--- config.mk ---
export PLATFORM = sky130hd
export DESIGN_NAME = eia_eeprom_indirect_access
export DESIGN_NICKNAME = d
export VERILOG_FILES = /design/src/hw/eia_pkg.sv /design/src/hw/eia_key_match.sv /design/src/hw/eia_eeprom_indirect_access.sv
export SDC_FILE = /design/constraint.sdc
export NUM_CORES = 1
export LEC_CHECK = 0
export BUFFER_PORTS_ARGS = -buffer_cell sky130_fd_sc_hd__buf_2
export CAP_MARGIN = 25
export CORE_ASPECT_RATIO = 0.6
export CORE_MARGIN = 2
export CORE_UTILIZATION = 60
export CTS_BUF_LIST = sky130_fd_sc_hd__clkbuf_2
export DETAILED_ROUTE_END_ITERATION = 6
export PLACE_DENSITY = 0.85
export SKIP_LAST_GASP = 1
export SLEW_MARGIN = 20
export SYNTH_ARGS = -nofsm -noshare
export SYNTH_HDL_FRONTEND = slang
export SYNTH_HIERARCHICAL = 1
export SYNTH_SLANG_ARGS = --single-unit
--- constraint.sdc ---
create_clock -name i_clk_sys -period 2.95 [get_ports i_clk_sys]
set_clock_uncertainty 0.1 [all_clocks]
set_input_delay 0.4425 -clock i_clk_sys [delete_from_list [all_inputs] [get_ports i_clk_sys]]
set_output_delay 0.4425 -clock i_clk_sys [all_outputs]
set_load 0.03 [all_outputs]
--- src/hw/eia_pkg.sv ---
package eia_pkg;

	localparam int          EIA_DEPTH      = 64;
	localparam int          EIA_AW         = 6;
	localparam int          EIA_PTR_W      = 7;
	localparam int          EIA_DW         = 8;
	localparam int          EIA_KEY_N      = 3;
	localparam logic [7:0]  EIA_KEY0       = 8'hC9;
	localparam logic [7:0]  EIA_KEY1       = 8'h3A;
	localparam logic [7:0]  EIA_KEY2       = 8'hD3;
	localparam logic [6:0]  EIA_PTR_RST    = 7'h00;
	localparam logic [7:0]  EIA_DATA_RST   = 8'h00;
	localparam logic        EIA_LOCK_RST   = 1'b1;
	// Programming time of one array byte
	localparam int          EIA_CLK_MHZ    = 10;
	localparam int          EIA_PROG_US    = 2;
	localparam int          EIA_PROG_CYC   = EIA_PROG_US * EIA_CLK_MHZ;

	typedef enum logic [2:0] {
		EIA_OP_NONE,
		EIA_OP_ADDR_READ,
		EIA_OP_ADDR_WRITE,
		EIA_OP_DATA_READ,
		EIA_OP_DATA_WRITE,
		EIA_OP_ARRAY_FETCH,
		EIA_OP_ARRAY_PROGRAM,
		EIA_OP_KEY_LOAD
	} eia_op_type;

	typedef struct packed {
		eia_op_type  op;
		logic [7:0]  accumulator;
	} eia_instr_type;

	typedef struct packed {
		logic        acc_valid;
		logic [7:0]  acc_value;
		logic        acc_unknown;
	} eia_result_type;

endpackage : eia_pkg

--- src/hw/eia_key_match.sv ---
`timescale 1ns/1ps
module eia_key_match (
	// Clock and reset
	input  wire logic       i_clk_sys,
	input  wire logic       i_resetn,
	// Key loads
	input  wire logic       i_key_load,
	input  wire logic [7:0] i_key_value,
	// Relock after a write
	input  wire logic       i_relock,
	// Status
	output logic            o_write_locked_flag
);
	import eia_pkg::*;

	logic [1:0] stage_q;
	logic [1:0] stage_d;
	logic       locked_q;
	logic       locked_d;
	logic [7:0] expect_key;
	wire        key_hit = (i_key_value == expect_key);
	wire        restart_hit = (i_key_value == EIA_KEY0);

	assign expect_key = (stage_q == 2'h0) ? EIA_KEY0 :
	                    (stage_q == 2'h1) ? EIA_KEY1 : EIA_KEY2;

	always_comb begin
		stage_d  = stage_q;
		locked_d = locked_q;
		if (i_relock) begin
			locked_d = 1'b1;
			stage_d  = 2'h0;
		end else if (i_key_load) begin
			if (key_hit && stage_q == 2'h2) begin
				locked_d = 1'b0; // [RULE9]
				stage_d  = 2'h0;
			end else if (key_hit) begin
				stage_d = stage_q + 2'h1;
			end else begin
				// A broken sequence may itself start a new one
				stage_d = restart_hit ? 2'h1 : 2'h0; // [RULE14]
			end
		end
	end

	always_ff @(posedge i_clk_sys or negedge i_resetn) begin
		if (!i_resetn) begin
			stage_q  <= 2'h0;
			locked_q <= EIA_LOCK_RST; // [RULE13]
		end else begin
			stage_q  <= stage_d;
			locked_q <= locked_d;
		end
	end

	assign o_write_locked_flag = locked_q;
endmodule : eia_key_match

--- src/hw/eia_eeprom_indirect_access.sv ---
`timescale 1ns/1ps
// What this block does
// [RULE1] Array reached only through address, data and unlock key holding registers.
// [RULE2] Array holds 64 bytes, byte chosen by the address holder.
// [RULE3] Software keeps address bit 6 at zero.
// [RULE4] Address read copies holder to accumulator; address write loads it.
// [RULE5] Data read copies data holder to accumulator; data write loads it.
// [RULE6] Array fetch loads data holder from array; accumulator then undefined.
// [RULE7] Array program writes data holder into array when unlocked.
// [RULE8] Software loads keys C9H, 3AH, D3H consecutively before each write.
// [RULE9] Writes unlock only after the full three-key sequence.
// [RULE10] Completed write sets done flag; interrupt needs enable and global enable.
// [RULE11] Software writes only in normal clock mode.
// [RULE12] Software should keep watchdog reset enabled during writes.
// [RULE13] Read-only lock bit is 1 locked, 0 unlocked, 1 after reset.
// [RULE14] Bad key restarts matching; each completed write relocks.
module eia_eeprom_indirect_access #(
	parameter int DEPTH    = eia_pkg::EIA_DEPTH,
	parameter int PROG_CYC = eia_pkg::EIA_PROG_CYC
) (
	// Clock and reset
	input  wire logic                    i_clk_sys,
	input  wire logic                    i_resetn,
	// Instruction from the core
	input  wire eia_pkg::eia_instr_type  i_instr,
	// Answer to the core
	output eia_pkg::eia_result_type      o_result,
	output logic                         o_busy,
	// Interrupt side
	input  wire logic                    i_write_done_irq_en,
	input  wire logic                    i_global_irq_en,
	input  wire logic                    i_write_done_flag_clr,
	output logic                         o_write_done_flag,
	output logic                         o_irq_req,
	// Status
	output logic                         o_write_locked_flag
);
	import eia_pkg::*;

	typedef enum {EIA_IDLE, EIA_PROG} eia_state_type;

	logic [7:0]          array_mem [DEPTH];
	logic [EIA_PTR_W-1:0] eeprom_address_pointer_q;
	logic [7:0]          eeprom_data_holding_q;
	eia_result_type      result_q;
	eia_state_type       state_q;
	logic [15:0]         prog_cnt_q;
	logic                write_done_flag_q;
	logic                prog_done;
	logic                write_locked;

	wire [EIA_AW-1:0] array_index = eeprom_address_pointer_q[EIA_AW-1:0]; // [RULE2] [RULE3]
	wire op_addr_rd   = (i_instr.op == EIA_OP_ADDR_READ);
	wire op_addr_wr   = (i_instr.op == EIA_OP_ADDR_WRITE);
	wire op_data_rd   = (i_instr.op == EIA_OP_DATA_READ);
	wire op_data_wr   = (i_instr.op == EIA_OP_DATA_WRITE);
	wire op_fetch     = (i_instr.op == EIA_OP_ARRAY_FETCH);
	wire op_program   = (i_instr.op == EIA_OP_ARRAY_PROGRAM);
	wire op_key       = (i_instr.op == EIA_OP_KEY_LOAD);
	wire idle         = (state_q == EIA_IDLE);
	// Holding registers stay frozen while a byte is programmed
	wire take         = idle;
	wire prog_start   = take && op_program && !write_locked; // [RULE7] [RULE9]

	assign prog_done = (state_q == EIA_PROG) && (prog_cnt_q == 16'(PROG_CYC - 1));

	eia_key_match u_key (
		.i_clk_sys           (i_clk_sys),
		.i_resetn            (i_resetn),
		.i_key_load          (take && op_key), // [RULE1]
		.i_key_value         (i_instr.accumulator),
		.i_relock            (prog_done), // [RULE14]
		.o_write_locked_flag (write_locked)
	);

	always_ff @(posedge i_clk_sys or negedge i_resetn) begin
		if (!i_resetn) begin
			eeprom_address_pointer_q <= EIA_PTR_RST;
			eeprom_data_holding_q    <= EIA_DATA_RST;
		end else if (take) begin
			if (op_addr_wr)
				eeprom_address_pointer_q <= i_instr.accumulator[EIA_PTR_W-1:0]; // [RULE4]
			if (op_data_wr)
				eeprom_data_holding_q <= i_instr.accumulator; // [RULE5]
			else if (op_fetch)
				eeprom_data_holding_q <= array_mem[array_index]; // [RULE6]
		end
	end

	always_ff @(posedge i_clk_sys) begin
		if (prog_done)
			array_mem[array_index] <= eeprom_data_holding_q; // [RULE7]
	end

	always_ff @(posedge i_clk_sys or negedge i_resetn) begin
		if (!i_resetn) begin
			result_q <= '0;
		end else begin
			result_q.acc_valid   <= take && (op_addr_rd || op_data_rd || op_fetch);
			result_q.acc_unknown <= take && op_fetch; // [RULE6]
			if (take && op_addr_rd)
				result_q.acc_value <= {1'b0, eeprom_address_pointer_q}; // [RULE4]
			else if (take && op_data_rd)
				result_q.acc_value <= eeprom_data_holding_q; // [RULE5]
		end
	end

	always_ff @(posedge i_clk_sys or negedge i_resetn) begin
		if (!i_resetn) begin
			state_q    <= EIA_IDLE;
			prog_cnt_q <= 16'h0000;
		end else begin
			case (state_q)
				EIA_IDLE: begin
					prog_cnt_q <= 16'h0000;
					if (prog_start)
						state_q <= EIA_PROG;
				end
				EIA_PROG: begin
					prog_cnt_q <= prog_cnt_q + 16'h0001;
					if (prog_done)
						state_q <= EIA_IDLE;
				end
				default: state_q <= EIA_IDLE;
			endcase
		end
	end

	// Set wins over a clear in the same cycle
	always_ff @(posedge i_clk_sys or negedge i_resetn) begin
		if (!i_resetn)
			write_done_flag_q <= 1'b0;
		else if (prog_done)
			write_done_flag_q <= 1'b1; // [RULE10]
		else if (i_write_done_flag_clr)
			write_done_flag_q <= 1'b0;
	end

	assign o_result            = result_q;
	assign o_busy              = !idle;
	assign o_write_done_flag   = write_done_flag_q;
	assign o_irq_req           = write_done_flag_q && i_write_done_irq_en && i_global_irq_en; // [RULE10]
	assign o_write_locked_flag = write_locked; // [RULE13]
endmodule : eia_eeprom_indirect_access

---- Word-level counts from Yosys, hierarchy flattened ----
Memories as Yosys holds them, arrays and structs flattened.
Index checks and enable logic that the tools add are counted.
word-level totals
  memory bits (writable) .................. 512
  memories ................................ 1
  flip-flop bits (word level) ............. 77
  output and inout port bits .............. 14
cells by class
  reductions and logical operators ........ 28
  multiplexer cells ....................... 22
  add/subtract/negate cells ............... 2
  equality and inequality tests ........... 16
memories
  name       words  bits a word  read ports  clocked after memory_dff  wr ports  RTL line                          source
  array_mem  64     8            1           0                         1         eia_eeprom_indirect_access.sv:42  logic [7:0] array_mem [DEPTH];
operators by type and width
  kind                                                   count
  logical NOT 32 bit                                     2
  two-way mux 32 bit                                     2
  case mux 32 bit (2 select lines)                       1
  two-way mux 8 bit                                      6
  equality test 32 x 1 -> 1 bit (second input constant)  1
  equality test 32 x 2 -> 1 bit (second input constant)  1
  case mux 16 bit (2 select lines)                       1
  adder 16 x 1 -> 16 bit (second input constant)         1
  equality test 16 x 5 -> 1 bit (second input constant)  1
  equality test 3 bit (second input constant)            4
  nonzero test 2 bit                                     6
  logical AND 1 bit                                      11
  equality test 8 bit                                    1
  equality test 8 bit (second input constant)            1
  two-way mux 1 bit                                      8
  two-way mux 2 bit                                      4
  AND reduction 2 bit                                    4
  equality test 3 x 2 -> 1 bit (second input constant)   2
  != test 2 bit (second input constant)                  2
  equality test 3 x 1 -> 1 bit (second input constant)   1
  adder 2 x 1 -> 2 bit (second input constant)           1
  equality test 2 x 1 -> 1 bit (second input constant)   1
  equality test 2 bit (second input constant)            1
  logical NOT 1 bit                                      2
  2 further kinds                                        3

---- Logic depth before layout (Yosys ltp) ----
  depth after elaboration ................. 8
  mapped depth ............................ 11

---- Modules after synthesis ----
The synthesis kept the hierarchy.
by module, submodules not included
  module                      sequential area each (µm²)  cells an instance  area an instance (µm²)  instances
  eia_eeprom_indirect_access  16450.8                     1321               22187.5                 1
  eia_key_match               76.3                        30                 291.5                   1

---- Worst setup path before layout ----
OpenSTA, ideal clock, no wires.
  path kind ............................... flip-flop to flip-flop
  start ................................... reg eeprom_address_pointer_q[0]
  end ..................................... mem array_mem[14][0] (enable)
  cell stages (with the launch flop) ...... 9
  data required time ...................... 2.480 ns
  setup time .............................. 0.370 ns
  path buffers ............................ 5
  setup slack ............................. 0.617 ns
  data arrival time ....................... 1.863 ns
  clock period less this slack ............ 2.333 ns
  cells stage by stage .................... dfrtp_1 buf_6 buf_12 buf_12 buf_8 buf_2 nor2_1 nand2_1 nor2_1
RTL lines
  element                   RTL line                          source
  start: declaration        eia_eeprom_indirect_access.sv:43  logic [EIA_PTR_W-1:0] eeprom_address_pointer_q;
  start signal: assignment  eia_eeprom_indirect_access.sv:82  eeprom_address_pointer_q <= i_instr.accumulator[EIA_PTR_W-1:0];
  end: declaration          eia_eeprom_indirect_access.sv:42
Straight into the memory's write port.

---- Worst setup path in the final report ----
  start ................................... reg prog_cnt_q[0]
  end ..................................... mem array_mem[58][4] (enable)
between the ends
  longest elaborated chain between the ends .. 4
ends and longest elaborated chain
  element                                  RTL line                           source
  start: declaration                       eia_eeprom_indirect_access.sv:47   logic [15:0] prog_cnt_q;
  start signal: assignment                 eia_eeprom_indirect_access.sv:120  prog_cnt_q <= prog_cnt_q + 16'h0001;
  equality test 16 x 5 -> 1 bit            eia_eeprom_indirect_access.sv:65   assign prog_done = (state_q == EIA_PROG) && (prog_cnt_q == 16'(PROG_CYC - 1));
  logical AND 1 bit                        eia_eeprom_indirect_access.sv:65
  two-way mux 1 bit                        eia_eeprom_indirect_access.sv:91   if (prog_done)
  two-way mux 1 bit (implied by the code)  eia_eeprom_indirect_access.sv:92   array_mem[array_index] <= eeprom_data_holding_q;
Every way passes these cells.

==> results.md <==
* RSZ-0062 raised after global routing: no
* Cell area after synthesis at 22480 µm²
* Final Hold Fails at 0
* Worst slew pin tran at 0.9650 ns
* Die width at 253.9 µm
* ANT nets after route at 0
* Clock Tree Buf Depth at 3
* Fillers at 2280
* Worst-Skew Late Latency at 1.14 ns
* H-Tree Depth at 3
* Row count at 54
* Initial antenna violation count at 2
* Synthesized area per cell at 16.64 µm²
* Pin count of the biggest net entering global routing at 48
* Failing checks: design-rule violations
* Run status: complete, but fails checks
* Drt wl/cell at 28.87 µm
* Cell Count, Final, Fillers Out at 2201
* Final worst slack at 0.05344 ns
* Vias at 14.67k
* Final setup vio count at 0
* Delay of the slowest critical-path stage at 0.40 ns
* Yosys reg bits at 558
* Post-route DRC at 1
* Setup CP Type: flip-flop to flip-flop
* Root Buffer: clkbuf_2
* Core area at 36620 µm²
* Count of cell types in the netlist at 76
* First-pass GRT wire length at 93.46 mm
* CTS tree: built
* Post-synthesis net count at 1371
* Number of synthesized flops with an enable pin at 512
* CP Launch Type: flip-flop
* Drt pass-1 iters at 7
* WP data required at 3.61 ns
* Clock transition at path regs at 0.14 ns
* Share of layout cells above drive strength 1 at 27.59%
* VDD IR max at 484.7 µV
* Tcrit/Tclk final at 98.19%
* Crit path cell chain: ha_1 > nand2_1 > nor3_1 > nand4_1 > nor2_1 > nand2_1 > nor2_1 > buf_4
* Final min period at 2.897 ns
* Most used DFF post-synth: edfxtp_1
* CTS Buf Count at 114
* Maxcap violations at 0
* Slew Limit Fails at 0
* Multi-input logic area at 5389 µm²
* Leakage at 8.889 nW
* Sinks on Clock Net at 558
* Slew HR at 35.67%
* Die Y-Extent at 153.9 µm
* Cells after DPL at 1971
* Drt initial violations at 2820
* Vias in the first global route at 14.46k
* Final net count at 1635
* Placer congestion estimate at 1.031
* Achievable Freq at 0.3452 GHz
* Hold/Removal Path Class: input pin to flip-flop
* Pwr/cell area at 932.9 nW/µm²
* Post-Route WL at 63.55 mm
* Gr usage total at 33.22%
* Async S/R FF share, synth at 8.244%
* Crit. End Element: flip-flop
* Area growth, synth to finish at 13.38%
* Worst path slowest cell: dfrtp_1
* Syn Inst Count at 1351
* Top Ports at 30
* Vias per std cell at 6.666
* Placement Setup Slack at 0.1371 ns
* Post-Route Setup TNS at 0 ns
* Full die area at 39080 µm²
* Warnings from Yosys at 6
* Crit path max fanout at 8
* FF/Latch Area at 16550 µm²
* Worst Path Arrival at 3.56 ns
* Initial core utilization at 61.38%
* DPL Wire Length at 41.25 mm
* Grt total ovfl at 0
* Seq/Total Area, Yosys at 73.52%
* Port Buffer Count at 29
## synthesized netlist by cell type, types with 17 or more instances
master    count  area (µm²)
a21oi_1      46       230.2
a221oi_1     33       289.0
a22oi_1      41       307.8
buf_2        29       145.1
clkbuf_1     28       105.1
dfrtp_1      45        1126
edfxtp_1    512       15370
mux2_2       20       225.2
mux2i_1      97       970.9
mux4_2       38       855.8
nand2_1      62       232.7
nand3_1      30       150.1
nor2_1       97       364.1
o21ai_0      39       195.2
o22ai_1      17       106.4
## through the flow
stage | util [%] | total power, W | hold slack, ns | instance area, µm²
5_1_grt | 69.60 | 0.02437 | 0.1699 | 25490
4_1_cts | 69.51 | 0.02329 | 0.1334 | 25450
6_report | 69.60 | 0.02378 | 0.2125 | 25490
2_1_floorplan | - | 0.01535 | 0.04691 | 22480
3_5_place_dp | 65.99 | 0.01888 | 0.3776 | 24160
3_3_place_gp | 65.99 | 0.01857 | 0.3560 | 24160
## flip-flops by register name, summed over array words and instances (netlist names)
register,flops
array_mem,512
eeprom_address_pointer_q,7
eeprom_data_holding_q,8
o_result,10
o_write_done_flag,1
prog_cnt_q,16
state_q,1
u_key/o_write_locked_flag,1
u_key/stage_q,2
## layer usage
layer	wire length, µm	up-vias	GRT usage [%]
met5	9	-	0
met4	2303	2	11.65
li1	-	5947	-
met3	11180	232	13.22
met1	23080	7061	47.64
met2	26970	1430	46.49
## final timing paths
check	depth (start not counted)	slack (ns)	to	startpoint
max in group asynchronous	4	2.05	eeprom_data_holding_q[4]	i_resetn
max	8	0.05	array_mem[58][4]	prog_cnt_q[0]
min	5	0.21	eeprom_data_holding_q[7]	i_instr[7]
min in group asynchronous	4	0.33	eeprom_data_holding_q[1]	i_resetn
max reg2reg	8	0.05	array_mem[58][4]	prog_cnt_q[0]
min reg2reg	1	0.39	prog_cnt_q[0]	prog_cnt_q[0]
## kinds of logic (layout without fill, tap and decap cells)
group | Yosys count | in the layout | share of synthesized area (%)
XOR/XNOR | 12 | 12 | 0.4675
AO/OA/AOI/OAI | 252 | 252 | 7.943
adder cells (fa/ha/maj) | 4 | 4 | 0.2227
buffers and inverters | 92 | 437 | 2.577
multiplexers | 165 | 165 | 9.663
flip-flops | 558 | 558 | 73.52
AND/OR/NAND/NOR | 268 | 268 | 5.605
other | 0 | 1 | 0
## layout by cell type (no fill, tap or decap), types with 8 or more instances in the layout
cell type / n
edfxtp_1: 512
clkbuf_2: 165
buf_4: 157
mux2i_1: 97
nor2_1: 97
nand2_1: 60
a21oi_1: 46
a22oi_1: 41
o21ai_0: 39
mux4_2: 38
dfrtp_1: 34
a221oi_1: 33
nand3_1: 30
dlygate4sd3_1: 30
buf_2: 29
clkinv_1: 25
mux2_2: 20
o22ai_1: 17
and2_1: 15
nor3_1: 14
buf_12: 13
nand4_1: 8
mux2_1: 8
xnor2_1: 8
dfrtp_2: 8
## power breakdown
part / internal, W / switching, W
logic: 0.00313 / 0.00528
clock network: 0.00151 / 0.00295
registers: 0.00989 / 0.00101
## worst max-delay path, delay by kind of cell (launching register included)
| family | cells | cell delay (ns) |
|---|---|---|
| fa+ha+maj | 1 | 0.29 |
| simple gates | 6 | 1.50 |
| flops | 1 | 0.40 |
| buf+inv | 1 | 0.25 |
## timing repair
item | 4_1_cts | 5_1_grt
hold buffers | 31 | 0
endpoints found under the hold margin | 76 | 0
setup endpoints to repair | 0 | 17
resized for setup | 0 | 2
setup buffers | 0 | 1
## layout make-up
type,instances,share of cell area [%]
diodes,1,0.009818
clock buffers,165,3.240
clock inverters,32,0.5646
inverters,10,0.1473
multi-input cells,701,21.14
flip-flops and latches,558,64.93
well taps,504,2.474
repair buffers,230,7.491
Power figures use the tool's default switching activity.
